<file path="src/hdlc_defines.svh">
`ifndef HDLC_DEFINES_SVH
`define HDLC_DEFINES_SVH

// ------------------------------------------------------------
// Channel placement
// ------------------------------------------------------------
`define HDLC_T1_SLOT_INDEX     5'h17
`define HDLC_E1_SLOT_INDEX     5'h10
`define HDLC_RATE56_SKIP_BIT   3'h7

// ------------------------------------------------------------
// Line patterns and counts
// ------------------------------------------------------------
`define HDLC_FLAG              8'h7E
`define HDLC_ONES_BYTE         8'hFF
`define HDLC_ABORT_BYTE        8'hFE
`define HDLC_GO_AHEAD          9'h0FE
`define HDLC_ALL_CALL          8'hFF
`define HDLC_STUFF_ONES        4'h5
`define HDLC_ABORT_ONES        4'h7
`define HDLC_IDLE_ONES         4'hF
`define HDLC_FLAG_TAIL         3'h7
`define HDLC_MIN_KEEP_BITS     16'h0019
`define HDLC_MIN_GOOD_BITS     16'h0020
`define HDLC_MIN_ABORT_BITS    16'h001A

// ------------------------------------------------------------
// Check sequence
// ------------------------------------------------------------
`define HDLC_CRC_PRESET        16'hFFFF
`define HDLC_CRC_POLY_REFL     16'h8408
`define HDLC_CRC_GOOD          16'hF0B8

// ------------------------------------------------------------
// FIFO
// ------------------------------------------------------------
`define HDLC_FIFO_DEPTH        128
`define HDLC_THR_STEP          16
`endif

</file>
<file path="src/hdlc_pkg.sv">
package hdlc_pkg;
  typedef struct packed {
    logic       end_of_packet_tag;
    logic       abort_tag;
    logic [7:0] data;
  } tx_entry_t;

  typedef enum logic [1:0] {
    RX_TAG_MID      = 2'h0,
    RX_TAG_FIRST    = 2'h1,
    RX_TAG_GOOD_END = 2'h2,
    RX_TAG_BAD_END  = 2'h3
  } rx_tag_t;

  typedef struct packed {
    rx_tag_t    tag;
    logic [7:0] data;
  } rx_entry_t;

  typedef enum logic [2:0] {
    TX_FILL  = 3'h0,
    TX_FLAG  = 3'h1,
    TX_DATA  = 3'h2,
    TX_FCS   = 3'h3,
    TX_ABORT = 3'h4
  } tx_state_t;
endpackage

</file>
<file path="src/hdlc_packet_transceiver.sv">
`timescale 1ns/1ps
`include "hdlc_defines.svh"
module hdlc_packet_transceiver
  import hdlc_pkg::*;
#(
  parameter int FIFO_DEPTH = `HDLC_FIFO_DEPTH,
  parameter int LVL_W      = $clog2(FIFO_DEPTH + 1)
) (
  input  wire logic      clk,
  input  wire logic      srst,
  input  wire logic      second_packet_controller_select,
  input  wire logic      channel_rate_select,
  input  wire logic      e1_mode,
  input  wire logic      ccs_mode,
  input  wire logic      idle_select_flags,
  input  wire logic      ts16_alarm_detect,
  input  wire logic      ts16_alarm_force_transmit,
  input  wire logic      addr_match_enable,
  input  wire logic      addr_two_byte,
  input  wire logic [7:0] addr_first,
  input  wire logic [7:0] addr_second,
  input  wire logic [2:0] fifo_threshold,
  input  wire logic      chan_strobe,
  input  wire logic [4:0] chan_slot,
  input  wire logic [2:0] chan_bit,
  input  wire logic      chan_rx_bit,
  output      logic      chan_tx_bit,
  output      logic      chan_tx_drive,
  input  wire logic      tx_wr_valid,
  input  wire tx_entry_t tx_wr_entry,
  output      logic      tx_wr_ready,
  output      logic      rx_rd_valid,
  output      rx_entry_t rx_rd_entry,
  input  wire logic      rx_rd_ready,
  output      logic      ts16_alarm_status,
  output      logic      tx_fifo_low,
  output      logic      rx_fifo_high,
  output      logic      tx_underrun,
  output      logic      tx_packet_done,
  output      logic      rx_packet_done,
  output      logic      rx_bad_frame,
  output      logic      rx_overflow,
  output      logic      rx_go_ahead,
  output      logic      rx_idle
);
  if (FIFO_DEPTH < `HDLC_THR_STEP || FIFO_DEPTH % `HDLC_THR_STEP != 0) begin : g_bad_depth
    $error("FIFO_DEPTH must be a nonzero multiple of 16");
  end

  // ------------------------------------------------------------
  // Channel selection
  // ------------------------------------------------------------
  logic sel;
  logic slot_hit;
  logic force_hit;
  logic bit_step;

  assign sel = second_packet_controller_select;
  // In 56 kb/s mode the last bit of the channel is not ours
  assign slot_hit = sel && (e1_mode ?
      (ccs_mode && chan_slot == `HDLC_E1_SLOT_INDEX) :
      (chan_slot == `HDLC_T1_SLOT_INDEX &&
       (channel_rate_select || chan_bit != `HDLC_RATE56_SKIP_BIT)));
  assign force_hit = e1_mode && ts16_alarm_force_transmit && chan_slot == `HDLC_E1_SLOT_INDEX;
  assign bit_step  = chan_strobe && slot_hit;

  // ------------------------------------------------------------
  // FIFOs and thresholds
  // ------------------------------------------------------------
  logic             tx_q_valid;
  tx_entry_t        tx_q_entry;
  logic             tx_pop;
  logic [LVL_W-1:0] tx_level;
  logic             rx_wr_valid_r;
  rx_entry_t        rx_wr_entry_r;
  logic             rx_wr_ready;
  logic [LVL_W-1:0] rx_level;
  logic [LVL_W-1:0] thr_level;

  hdlc_fifo #(.WIDTH($bits(tx_entry_t)), .DEPTH(FIFO_DEPTH), .LVL_W(LVL_W)) u_tx_fifo (
    .clk       (clk),
    .srst      (srst),
    .in_valid  (tx_wr_valid),
    .in_data   (tx_wr_entry),
    .in_ready  (tx_wr_ready),
    .out_valid (tx_q_valid),
    .out_data  (tx_q_entry),
    .out_ready (tx_pop),
    .level     (tx_level)
  );

  hdlc_fifo #(.WIDTH($bits(rx_entry_t)), .DEPTH(FIFO_DEPTH), .LVL_W(LVL_W)) u_rx_fifo (
    .clk       (clk),
    .srst      (srst),
    .in_valid  (rx_wr_valid_r),
    .in_data   (rx_wr_entry_r),
    .in_ready  (rx_wr_ready),
    .out_valid (rx_rd_valid),
    .out_data  (rx_rd_entry),
    .out_ready (rx_rd_ready),
    .level     (rx_level)
  );

  assign thr_level = LVL_W'((32'(fifo_threshold) + 32'd1) * `HDLC_THR_STEP);

  always_ff @(posedge clk) begin
    if (srst) begin
      tx_fifo_low       <= 1'b0;
      rx_fifo_high      <= 1'b0;
      ts16_alarm_status <= 1'b0;
    end else begin
      tx_fifo_low       <= sel && tx_level <= thr_level;
      rx_fifo_high      <= sel && rx_level >= thr_level;
      ts16_alarm_status <= ts16_alarm_detect;
    end
  end

  // ------------------------------------------------------------
  // Transmitter
  // ------------------------------------------------------------
  tx_state_t   tx_state_r;
  logic [15:0] tx_sh_r;
  logic [3:0]  tx_cnt_r;
  logic [3:0]  tx_ones_r;
  logic        tx_eop_r;
  logic        tx_fill_flag_r;
  logic        tx_stuff;
  logic        tx_bit;
  logic        tx_last;
  logic        tx_crc_clear;
  logic [15:0] tx_crc;
  logic [15:0] tx_crc_nxt;

  // Trailing ones of the check field still owe their zero before the flag
  assign tx_stuff = (tx_state_r == TX_DATA || tx_state_r == TX_FCS ||
                     (tx_state_r == TX_FLAG && tx_cnt_r == 4'h0)) &&
                    tx_ones_r == `HDLC_STUFF_ONES;
  assign tx_bit   = tx_stuff ? 1'b0 : tx_sh_r[0];
  assign tx_last  = !tx_stuff && tx_cnt_r == ((tx_state_r == TX_FCS) ? 4'hF : 4'h7);
  // A packet may start only at a flag boundary or after a fill byte that is a flag
  assign tx_pop   = bit_step && tx_last && tx_q_valid &&
                    ((tx_state_r == TX_DATA && !tx_eop_r) || tx_state_r == TX_FLAG ||
                     (tx_state_r == TX_FILL && tx_fill_flag_r));
  assign tx_crc_clear = tx_pop && tx_state_r != TX_DATA;

  hdlc_crc16 u_tx_crc (
    .clk     (clk),
    .srst    (srst),
    .clear   (tx_crc_clear),
    .step    (bit_step && !tx_stuff && tx_state_r == TX_DATA),
    .din     (tx_sh_r[0]),
    .crc     (tx_crc),
    .crc_nxt (tx_crc_nxt)
  );

  always_ff @(posedge clk) begin
    if (srst || !sel) begin
      tx_state_r     <= TX_FILL;
      tx_sh_r        <= {8'h00, `HDLC_ONES_BYTE};
      tx_cnt_r       <= 4'h0;
      tx_ones_r      <= 4'h0;
      tx_eop_r       <= 1'b0;
      tx_fill_flag_r <= 1'b0;
      tx_underrun    <= 1'b0;
      tx_packet_done <= 1'b0;
    end else begin
      tx_underrun    <= 1'b0;
      tx_packet_done <= 1'b0;
      if (bit_step) begin
        if (tx_stuff) begin
          tx_ones_r <= 4'h0;
        end else begin
          tx_sh_r   <= tx_sh_r >> 1;
          tx_cnt_r  <= tx_cnt_r + 4'h1;
          tx_ones_r <= (tx_sh_r[0] && tx_state_r inside {TX_DATA, TX_FCS}) ?
                       tx_ones_r + 4'h1 : 4'h0;
        end
        if (tx_last) begin
          tx_cnt_r <= 4'h0;
          case (tx_state_r)
            TX_DATA: begin
              if (tx_eop_r) begin
                tx_state_r <= TX_FCS;
                tx_sh_r    <= ~tx_crc_nxt;
              end else if (!tx_q_valid) begin
                tx_state_r  <= TX_ABORT;
                tx_sh_r     <= {8'h00, `HDLC_ABORT_BYTE};
                tx_underrun <= 1'b1;
              end else if (tx_q_entry.abort_tag) begin
                tx_state_r <= TX_ABORT;
                tx_sh_r    <= {8'h00, `HDLC_ABORT_BYTE};
              end else begin
                tx_sh_r  <= {8'h00, tx_q_entry.data};
                tx_eop_r <= tx_q_entry.end_of_packet_tag;
              end
            end
            TX_FCS: begin
              tx_state_r     <= TX_FLAG;
              tx_sh_r        <= {8'h00, `HDLC_FLAG};
              tx_packet_done <= 1'b1;
            end
            TX_FLAG, TX_FILL: begin
              if (tx_q_valid && (tx_state_r == TX_FLAG || tx_fill_flag_r)) begin
                // Closing flag doubles as the next opening flag
                tx_state_r <= tx_q_entry.abort_tag ? TX_ABORT : TX_DATA;
                tx_sh_r    <= {8'h00, tx_q_entry.abort_tag ? `HDLC_ABORT_BYTE
                                                           : tx_q_entry.data};
                tx_eop_r   <= tx_q_entry.end_of_packet_tag;
              end else if (tx_q_valid) begin
                tx_state_r <= TX_FLAG;
                tx_sh_r    <= {8'h00, `HDLC_FLAG};
              end else begin
                tx_state_r     <= TX_FILL;
                tx_fill_flag_r <= idle_select_flags;
                tx_sh_r        <= {8'h00, idle_select_flags ? `HDLC_FLAG : `HDLC_ONES_BYTE};
              end
            end
            default: begin
              tx_state_r     <= TX_FILL;
              tx_fill_flag_r <= idle_select_flags;
              tx_sh_r        <= {8'h00, idle_select_flags ? `HDLC_FLAG : `HDLC_ONES_BYTE};
            end
          endcase
        end
      end
    end
  end

  always_ff @(posedge clk) begin
    if (srst) begin
      chan_tx_bit   <= 1'b1;
      chan_tx_drive <= 1'b0;
    end else if (chan_strobe) begin
      chan_tx_drive <= slot_hit || force_hit;
      chan_tx_bit   <= force_hit ? 1'b1 : tx_bit;
    end else begin
      chan_tx_drive <= 1'b0;
    end
  end

  // ------------------------------------------------------------
  // Receiver
  // ------------------------------------------------------------
  logic [8:0]  rx_raw_r;
  logic [3:0]  rx_ones_r;
  logic        rx_in_frame_r;
  logic [6:0]  rx_dly_r;
  logic [2:0]  rx_dly_cnt_r;
  logic [15:0] rx_len_r;
  logic [7:0]  rx_asm_r;
  logic [7:0]  rx_b0_r;
  logic [7:0]  rx_b1_r;
  logic [7:0]  rx_b2_r;
  logic [1:0]  rx_nbytes_r;
  logic        rx_first_pend_r;
  logic        rx_drop_r;
  logic [8:0]  raw_nxt;
  logic        rx_flag;
  logic        rx_abort;
  logic        rx_delete;
  logic        rx_exit;
  logic [7:0]  asm_nxt;
  logic        addr_ok;
  logic        rx_crc_ok;
  logic [15:0] rx_crc;

  assign raw_nxt   = {rx_raw_r[7:0], chan_rx_bit};
  assign rx_flag   = raw_nxt[7:0] == `HDLC_FLAG;
  assign rx_abort  = chan_rx_bit && rx_ones_r == `HDLC_ABORT_ONES - 4'h1;
  assign rx_delete = !chan_rx_bit && rx_ones_r == `HDLC_STUFF_ONES;
  // Seven-bit delay keeps the flag's own leading bits out of the data
  assign rx_exit   = rx_in_frame_r && !rx_flag && !rx_abort && !rx_delete &&
                     rx_dly_cnt_r == `HDLC_FLAG_TAIL;
  assign asm_nxt   = {rx_dly_r[6], rx_asm_r[7:1]};
  assign addr_ok   = !addr_match_enable || rx_b2_r == `HDLC_ALL_CALL ||
                     (rx_b2_r == addr_first && (!addr_two_byte || rx_b1_r == addr_second));
  assign rx_crc_ok = rx_crc == `HDLC_CRC_GOOD;

  hdlc_crc16 u_rx_crc (
    .clk     (clk),
    .srst    (srst),
    .clear   (bit_step && rx_flag),
    .step    (bit_step && rx_exit),
    .din     (rx_dly_r[6]),
    .crc     (rx_crc),
    .crc_nxt ()
  );

  always_ff @(posedge clk) begin
    if (srst || !sel) begin
      rx_raw_r      <= '0;
      rx_ones_r     <= 4'h0;
      rx_in_frame_r <= 1'b0;
      rx_dly_cnt_r  <= 3'h0;
      rx_dly_r      <= '0;
      rx_go_ahead   <= 1'b0;
      rx_idle       <= 1'b0;
    end else begin
      rx_go_ahead <= 1'b0;
      if (bit_step) begin
        rx_raw_r  <= raw_nxt;
        rx_ones_r <= !chan_rx_bit ? 4'h0 :
                     (rx_ones_r == `HDLC_IDLE_ONES) ? rx_ones_r : rx_ones_r + 4'h1;
        rx_idle   <= chan_rx_bit && rx_ones_r >= `HDLC_IDLE_ONES - 4'h1;
        rx_go_ahead <= !rx_in_frame_r && raw_nxt == `HDLC_GO_AHEAD;
        if (rx_flag) begin
          rx_in_frame_r <= 1'b1;
          rx_dly_cnt_r  <= 3'h0;
        end else if (rx_abort) begin
          rx_in_frame_r <= 1'b0;
        end else if (rx_in_frame_r && !rx_delete) begin
          rx_dly_r <= {rx_dly_r[5:0], chan_rx_bit};
          if (rx_dly_cnt_r != `HDLC_FLAG_TAIL) begin
            rx_dly_cnt_r <= rx_dly_cnt_r + 3'h1;
          end
        end
      end
    end
  end

  always_ff @(posedge clk) begin
    if (srst || !sel) begin
      rx_len_r        <= '0;
      rx_asm_r        <= '0;
      rx_b0_r         <= '0;
      rx_b1_r         <= '0;
      rx_b2_r         <= '0;
      rx_nbytes_r     <= 2'h0;
      rx_first_pend_r <= 1'b1;
      rx_drop_r       <= 1'b0;
      rx_wr_valid_r   <= 1'b0;
      rx_wr_entry_r   <= '0;
      rx_packet_done  <= 1'b0;
      rx_bad_frame    <= 1'b0;
    end else begin
      rx_wr_valid_r  <= 1'b0;
      rx_packet_done <= 1'b0;
      rx_bad_frame   <= 1'b0;
      if (bit_step && rx_in_frame_r && (rx_flag || rx_abort)) begin
        if (rx_flag && rx_len_r >= `HDLC_MIN_KEEP_BITS) begin
          // 25 to 31 bits, or a failed check, ends bad
          rx_wr_valid_r     <= !rx_drop_r && (!rx_first_pend_r || addr_ok);
          rx_wr_entry_r.data <= rx_b2_r;
          rx_wr_entry_r.tag  <= (rx_len_r >= `HDLC_MIN_GOOD_BITS && rx_crc_ok) ?
                                RX_TAG_GOOD_END : RX_TAG_BAD_END;
          rx_packet_done    <= 1'b1;
          rx_bad_frame      <= !(rx_len_r >= `HDLC_MIN_GOOD_BITS && rx_crc_ok);
        end else if (rx_abort && rx_len_r >= `HDLC_MIN_ABORT_BITS) begin
          rx_wr_valid_r      <= !rx_drop_r && (!rx_first_pend_r || addr_ok);
          rx_wr_entry_r.data <= rx_b2_r;
          rx_wr_entry_r.tag  <= RX_TAG_BAD_END;
          rx_bad_frame       <= 1'b1;
        end else if (rx_abort) begin
          rx_bad_frame <= 1'b1;
        end
        // Short frames fall through with no write
        rx_len_r        <= '0;
        rx_nbytes_r     <= 2'h0;
        rx_first_pend_r <= 1'b1;
        rx_drop_r       <= 1'b0;
      end else if (bit_step && rx_exit) begin
        rx_len_r <= (rx_len_r == 16'hFFFF) ? rx_len_r : rx_len_r + 16'h0001;
        rx_asm_r <= asm_nxt;
        if (rx_len_r[2:0] == 3'h7) begin
          // Two-byte lag keeps the check bytes out of the FIFO
          rx_b0_r <= asm_nxt;
          rx_b1_r <= rx_b0_r;
          rx_b2_r <= rx_b1_r;
          if (rx_nbytes_r != 2'h3) begin
            rx_nbytes_r <= rx_nbytes_r + 2'h1;
          end else if (rx_len_r >= `HDLC_MIN_GOOD_BITS - 16'h0001) begin
            rx_wr_valid_r      <= !rx_drop_r && (!rx_first_pend_r || addr_ok);
            rx_wr_entry_r.data <= rx_b2_r;
            rx_wr_entry_r.tag  <= rx_first_pend_r ? RX_TAG_FIRST : RX_TAG_MID;
            rx_first_pend_r    <= 1'b0;
            if (rx_first_pend_r && !addr_ok) begin
              rx_drop_r <= 1'b1;
            end
          end
        end
      end
    end
  end

  always_ff @(posedge clk) begin
    if (srst) begin
      rx_overflow <= 1'b0;
    end else begin
      rx_overflow <= sel && rx_wr_valid_r && !rx_wr_ready;
    end
  end
endmodule // hdlc_packet_transceiver

</file>
<file path="src/hdlc_fifo.sv">
`timescale 1ns/1ps
module hdlc_fifo #(
  parameter int WIDTH = 8,
  parameter int DEPTH = 16,
  parameter int LVL_W = $clog2(DEPTH + 1)
) (
  input  wire logic             clk,
  input  wire logic             srst,
  input  wire logic             in_valid,
  input  wire logic [WIDTH-1:0] in_data,
  output      logic             in_ready,
  output      logic             out_valid,
  output      logic [WIDTH-1:0] out_data,
  input  wire logic             out_ready,
  output      logic [LVL_W-1:0] level
);
  localparam int PTR_W = (DEPTH > 1) ? $clog2(DEPTH) : 1;

  if (DEPTH < 2) begin : g_bad_depth
    $error("hdlc_fifo depth below 2");
  end

  logic [WIDTH-1:0] mem [DEPTH];
  logic [PTR_W-1:0] wr_ptr_r;
  logic [PTR_W-1:0] rd_ptr_r;
  logic [LVL_W-1:0] count_r;
  logic             push;
  logic             pop;

  assign in_ready  = count_r != LVL_W'(DEPTH);
  assign out_valid = count_r != '0;
  assign out_data  = mem[rd_ptr_r];
  assign level     = count_r;
  assign push      = in_valid && in_ready;
  assign pop       = out_valid && out_ready;

  always_ff @(posedge clk) begin
    if (push) begin
      mem[wr_ptr_r] <= in_data;
    end
  end

  always_ff @(posedge clk) begin
    if (srst) begin
      wr_ptr_r <= '0;
      rd_ptr_r <= '0;
      count_r  <= '0;
    end else begin
      if (push) begin
        wr_ptr_r <= (wr_ptr_r == PTR_W'(DEPTH - 1)) ? '0 : wr_ptr_r + 1'b1;
      end
      if (pop) begin
        rd_ptr_r <= (rd_ptr_r == PTR_W'(DEPTH - 1)) ? '0 : rd_ptr_r + 1'b1;
      end
      if (push && !pop) begin
        count_r <= count_r + 1'b1;
      end else if (pop && !push) begin
        count_r <= count_r - 1'b1;
      end
    end
  end
endmodule // hdlc_fifo

</file>
<file path="src/hdlc_crc16.sv">
`timescale 1ns/1ps
`include "hdlc_defines.svh"
module hdlc_crc16 (
  input  wire logic        clk,
  input  wire logic        srst,
  input  wire logic        clear,
  input  wire logic        step,
  input  wire logic        din,
  output      logic [15:0] crc,
  output      logic [15:0] crc_nxt
);
  // Reflected form: bit 0 holds the highest-order term, so
  // shifting out from bit 0 sends the check high-order first
  logic [15:0] crc_r;

  assign crc     = crc_r;
  assign crc_nxt = (crc_r >> 1) ^ ((crc_r[0] ^ din) ? `HDLC_CRC_POLY_REFL : 16'h0000);

  always_ff @(posedge clk) begin
    if (srst || clear) begin
      crc_r <= `HDLC_CRC_PRESET;
    end else if (step) begin
      crc_r <= crc_nxt;
    end
  end
endmodule // hdlc_crc16

</file>
<file path="config.mk">
export PLATFORM = sky130hd
export DESIGN_NAME = hdlc_packet_transceiver
export DESIGN_NICKNAME = d
export VERILOG_FILES = /design/src/hdlc_pkg.sv /design/src/hdlc_packet_transceiver.sv /design/src/hdlc_fifo.sv /design/src/hdlc_crc16.sv
export VERILOG_INCLUDE_DIRS = /design/src
export SDC_FILE = /design/constraint.sdc
export NUM_CORES = 2
export LEC_CHECK = 0
export ABC_AREA = 1
export BUFFER_PORTS_ARGS = -buffer_cell sky130_fd_sc_hd__buf_2
export CORE_MARGIN = 2
export CORE_UTILIZATION = 66
export CTS_CLUSTER_SIZE = 10
export DETAILED_ROUTE_END_ITERATION = 7
export PLACE_DENSITY = 0.82
export SYNTH_ARGS = -nofsm -noshare
export SYNTH_HDL_FRONTEND = slang
export SYNTH_SLANG_ARGS = --single-unit
</file>
<file path="constraint.sdc">
create_clock -name clk -period 5.87 [get_ports clk]
set_clock_uncertainty 0.2 [all_clocks]
set_input_delay 0.587 -clock clk [delete_from_list [all_inputs] [get_ports clk]]
set_output_delay 0.587 -clock clk [all_outputs]
set_load 0.01 [all_outputs]
</file>
# Yosys cells after proc, flatten, opt, wreduce, memory -nomap -nowiden
# Memories as Yosys holds them, arrays and structs flattened. A register that Yosys moved wholly into a read port is not among the register bits.
# Index checks and enable logic that the tools add are counted.
# op_classes
addsub	15
magnitude_cmp	7
eq_ne	38
muxes	81
n_bitwise	15
n_reduce_logical	121
# op_table
op	n
$mux 16	5
$mux 8	10
$mux 10	7
$mux 7	8
$logic_and 1x1->1	50
$ge 16x5->1 const B	3
$pmux 16 s3	1
$eq 16x16->1 const B	2
$xor 15x16->16	2
$mux 1	31
$add 7x1->7 const B	4
$eq 7x7->1 const B	4
$mux 4	7
$mux 3	9
$reduce_bool 2->1	10
$logic_not 1->1	19
$add 16x1->16 const B	1
$add 8x1->8 const B	2
$eq 8x8->1	2
$ge 16x6->1 const B	1
$ne 8x8->1 const B	2
$not 16->16	1
$reduce_and 4->1	4
$reduce_bool 8->1	2
other kinds (37)	90
# word_totals
regBits	203
mem_bits_rw	2560
in_bits	52
out_inout_bits	24
wordCells	321
n_memories	2
# memory_table
name	depth	width	read_ports	rd_ports_with_merged_regs	wr	line_no	source
u_rx_fifo.mem	128	10	1	1	1	hdlc_fifo.sv:23	logic [WIDTH-1:0] mem [DEPTH];
u_tx_fifo.mem	128	10	1	1	1	hdlc_fifo.sv:23	

# Logic depth before layout (Yosys ltp)
# logic_depth
word_depth	13
ltp_mapped	26
depth_no_buf	26

# Hierarchy
# A second synthesis with hierarchy kept.
# hier_totals
cells_unflattened	10294
hier_area_um2	115121.7
# modules_own_cells
mod	instances	cells_each	area_each_um2	seq_area_each_um2
hdlc_fifo at u_rx_fifo	1	4577	53486.3	39017.4
hdlc_fifo at u_tx_fifo	1	4580	53445.0	39017.4
hdlc_packet_transceiver	1	945	6533.8	2522.4
hdlc_crc16	2	96	828.3	320.3

# Least setup slack after synthesis
# Ideal clock, no wire load.
# synth_path
path_type	input port to flip-flop
from	in chan_slot[1]
to	reg u_tx_fifo.count_r[7], in the netlist u_tx_fifo.level[7]
setup_time_ps	119
arrival_time_ps	3258
required_ps	5551
slack_ps	2293
cell_stages	25
path_buffers	0
cell_sequence	nor3_1 nand2_1 inv_1 nand2_1 nand2_1 nand3_1 clkinv_1 nand3_2 nor2_4 inv_2 ha_1 inv_1 ha_1 a21oi_1 nand2_1 a21oi_1 o21bai_1 nand2_1 nand2_1 a21oi_1 nor2_1 nor2_1 nand2_1 o21ai_0 a21oi_1
# synth_between
elab_chain_len	12
elab_cells_between_ends	16
cone_classes	eq/ne: 2; mux: 2; reduce/logical: 12
# synth_lines
element	line_no	source
start, declared	hdlc_packet_transceiver.sv:24	input wire logic [4:0] chan_slot,
$eq 5x5->1 (no source line)	n/a	
$logic_and 1x1->1, on equally long branches	n/a	
$mux 1 (*)	hdlc_packet_transceiver.sv:60	assign slot_hit = sel && (e1_mode ?
$logic_and 1x1->1 (*)	hdlc_packet_transceiver.sv:60	
$logic_and 1x1->1 (*)	hdlc_packet_transceiver.sv:65	assign bit_step = chan_strobe && slot_hit;
$logic_and 1x1->1 (*) (3 in series)	hdlc_packet_transceiver.sv:141	assign tx_pop = bit_step && tx_last && tx_q_valid &&
$logic_and 1x1->1 (*)	hdlc_fifo.sv:35	assign pop = out_valid && out_ready;
$logic_not 1->1	hdlc_fifo.sv:55	if (push && !pop) begin
$logic_and 1x1->1	hdlc_fifo.sv:55	
$mux 8 or $reduce_bool 2->1 (tied branches)	n/a	
end signal, assigned	hdlc_fifo.sv:56	count_r <= count_r + 1'b1;
end signal, assigned	hdlc_fifo.sv:58	count_r <= count_r - 1'b1;
end, declared	hdlc_fifo.sv:26	logic [LVL_W-1:0] count_r;
# Every way passes the cells marked *; elsewhere a longest branch is shown, timed or not.
# A chain may end at the register's enable or synchronous reset.

==> results.py <==
metrics = {
    "status": {
        "status": "finished with violations",
        "violations": "design-rule violations",
    },
    "global_routing": {
        "globalRouteOverflowTotal": 0,
        "antenna_found_initial": 7,
        "grt_pass1_wl_mm": 444,
        "grtUsageTotal_pct": 33.3,
        "grt_pass1_vias": 76071,
        "grt_max_degree": 236,
    },
    "drt": {
        "wl_per_cell_um": 24.9,
        "dr_total_vias": 79298,
        "wl_mm": 295,
        "drc": 11,
        "drtPass1Iterations": 8,
        "drt_iter0_markers": 13183,
        "drtAntennaViolNets": 0,
        "vias_per_cell": 6.68,
    },
    "min_path": {
        "hold_class": "in2reg",
    },
    "clock_tree": {
        "clock-sinks": 2776,
        "cts_tree": "yes",
        "clock_latency_ns": 0.98,
        "cts.path.max_buffers": 4,
        "cts_setup_buffers": 0,
        "cts.htree.levels": 5,
        "cts-root-buf": "clkbuf_16",
        "numCtsBuffers": 329,
        "cts_resized": 0,
        "clk_pin_slew_worst_paths_ns": 0.05,
    },
    "power": {
        "p_leak_nw": 43.3,
        "irDropWorstVdd_uv": 378,
        "p_per_area_mw_per_mm2": 340,
    },
    "critical_path": {
        "critPathMaxFanout": 97,
        "path_class": "reg2out",
        "critPathSlowestCell": "buf_4",
        "cpPeakStageDelay_ns": 0.84,
        "reg2reg_slack_ns": 1.35,
        "worstPathRequired_ns": 5.08,
        "worstPathCellList": "buf_4, o21ai_0, o22ai_1, o21ai_0, o221ai_1, nand3_1, nand2_1, nor2_1, a21oi_1, buf_2",
        "start_kind": "flip-flop",
        "cp.arrival_ns": 4.61,
        "endpoint_kind": "output port",
        "path_common_cell": "o21ai_0",
    },
    "synth": {
        "seq_area_frac_synth_pct": 72.1,
        "synth_flop_cell": "edfxtp_1",
        "synth_edf_count": 2560,
        "synthDistinctLibCells": 55,
        "syn_area_per_cell_sq_um": 11.7,
        "synth_cells": 9641,
        "syn_nets": 9737,
        "yosysWarningCount": 0,
        "synthArstFlopShare_pct": 0,
        "synthesis.area_sq_mm": 0.113,
        "ys_ff_latch": 2776,
    },
    "timing": {
        "fin_crit_ns": 5.40,
        "period_share_pct": 92.0,
        "drv_slew": 0,
        "setup_viol": 0,
        "finalSetupTns_ns": 0,
        "grt_setup_unrepaired": "no",
        "hold_viol": 0,
        "tightest_slew_ns": 1.24,
        "timing.fmax_ghz": 0.185,
        "slew_headroom_pct": 17.3,
    },
    "cells_and_area": {
        "fillers": 10135,
        "final_cells": 11877,
        "utilization_pct": 72.8,
        "layout_commonest_cell": "edfxtp_1",
        "drive_gt1_share_pct": 6.25,
        "layout_common_cells": "2,560 x edfxtp_1, 1,871 x nand2_1, 1,289 x nor2_1",
        "syn_to_final_growth_pct": 9.57,
        "final_nets": 9659,
    },
    "die": {
        "die_w_um": 417,
        "die_y_um": 417,
        "initial_core_util_pct": 66.4,
        "die-area_sq_mm": 0.174,
        "design.core.area_sq_mm": 0.169,
        "core.rowCount": 151,
        "pin_count": 76,
    },
    "placed_design": {
        "io_buffers": 75,
        "gp_congestion": 0.909,
        "place_hpwl_mm": 161,
        "numPlacedInstances": 11432,
    },
    "run": {
        "drv_cap": 0,
    },
}
synth_stat cells (5+ instances only):
library cell | number | share of area, %
edfxtp_1 | 2560 | 68
a21oi_1 | 143 | 0.64
nand2_1 | 1871 | 6.2
o221ai_1 | 61 | 0.47
buf_1 | 41 | 0.14
xor2_1 | 24 | 0.19
nor3b_1 | 7 | 0.047
xnor2_1 | 20 | 0.16
inv_2 | 13 | 0.043
inv_1 | 180 | 0.60
o21a_1 | 9 | 0.060
o22ai_1 | 352 | 2.0
buf_2 | 235 | 1.0
o211ai_1 | 37 | 0.25
o21ai_0 | 927 | 4.1
nand3_1 | 1107 | 4.9
nand2_2 | 5 | 0.028
o311ai_0 | 12 | 0.093
or2_2 | 5 | 0.028
a31oi_1 | 11 | 0.061
nor4_1 | 11 | 0.061
buf_4 | 18 | 0.12
clkinv_1 | 6 | 0.020
nor2_1 | 1290 | 4.3
clkbuf_1 | 321 | 1.1
a211oi_1 | 5 | 0.033
ha_1 | 42 | 0.47
nand4_1 | 28 | 0.16
o311ai_1 | 8 | 0.062
nor3_1 | 35 | 0.16
dfxtp_1 | 216 | 3.8
power by group:
group	switching [mW]	internal, mW	leakage [nW]	total (mW)
clock	7.35	10.3	4.30	17.6
combinational	2.00	0.781	13.1	2.79
sequential	0.0779	21.5	26.0	21.6
repair_timing:
item                                   in CTS  in global routing
endpoints found under the hold margin     166                  0
hold buffers                               17                  0
setup endpoints to repair                   0                  0
flip-flops by register name (all words and copies together) (netlist names), 3 cells and up, named ones only:
register and cells:
u_rx_crc.crc 16, u_rx_fifo.rd_ptr_r 7, tx_sh_r 16, u_rx_fifo.mem 1280
u_tx_fifo.rd_ptr_r 7, u_tx_crc.crc 16, tx_state_r 3, rx_ones_r 4
u_tx_fifo.mem 1280, rx_b2_r 8, rx_dly_cnt_r 3, u_tx_fifo.level 8
rx_b0_r 8, u_rx_fifo.level 8, rx_wr_entry_r 10, rx_b1_r 8
rx_dly_r 7, rx_len_r 16, rx_raw_r 8, tx_ones_r 4
u_tx_fifo.wr_ptr_r 7, u_rx_fifo.wr_ptr_r 7, tx_cnt_r 4, rx_asm_r 7
cell type report:
cell class / instances / area [sq um] / area share (%)
Sequential cell: 2776 / 81300 / 65.9
Multi-Input combinational cell: 6048 / 27900 / 22.7
Clock buffer: 416 / 8740 / 7.08
Tap cell: 2218 / 2780 / 2.25
Timing Repair Buffer: 208 / 1730 / 1.40
Inverter: 200 / 790 / 0.640
Clock inverter: 9 / 97.6 / 0.0791
Antenna cell: 2 / 5.00 / 0.00406
routing by layer:
metal	track usage (%)	share of wire (%)	up-vias
met5	0	0.0081	-
met3	6.86	12	1095
met1	44.0	35	37967
met4	17.7	5.6	4
met2	52.7	47	6004
li1	-	-	34228
through the flow:
step | hold WS, ns | instance area [sq um] | setup slack, ns | power (mW)
after floorplan | 0.225 | 113000 | 2.29 | 23.7
after global placement | 0.240 | 114000 | 1.35 | 24.5
after detailed placement | 0.250 | 114000 | 1.52 | 24.6
after CTS | 0.00566 | 123000 | 0.560 | 41.9
after global routing | 0.0855 | 123000 | 0.444 | 42.8
final | 0.0484 | 123000 | 0.471 | 42.0
critical path, delay by kind of cell (launching register included):
family / cells / cell delay (ns)
AO/OA/AOI/OAI: 5 / 1.40
buffers and inverters: 2 / 1.04
flip-flops: 1 / 0.67
AND/OR/NAND/NOR: 3 / 0.44
logic make-up (layout without fill, tap and decap cells):
| kind of cell | count (synthesis) | in the layout | share of synthesized area [%] |
|---|---|---|---|
| and+or+nand+nor | 4376 | 4376 | 16.1 |
| DFF | 2776 | 2776 | 72.1 |
| xor gates and xnor gates | 44 | 44 | 0.342 |
| AOI/OAI and AO/OA | 1584 | 1584 | 7.89 |
| adders and majority gates | 44 | 44 | 0.502 |
| buffers and inverters | 817 | 833 | 3.06 |
| other | 0 | 2 | 0 |
path summary, 6_finish.rpt:
check	start	cells after the start	end
max reg2reg	flip-flop	16	tx_state_r[1]$_SDFFE_PP0P_
min reg2reg	rx_wr_valid_r$_SDFF_PP0_	2	rx_overflow$_SDFF_PP0_
max	flip-flop	10	rx_rd_entry[4]
min	tx_wr_entry[0]	1	u_tx_fifo.mem[5][0]$_DFFE_PP_
No activity file was read; power rests on OpenSTA's default activity.
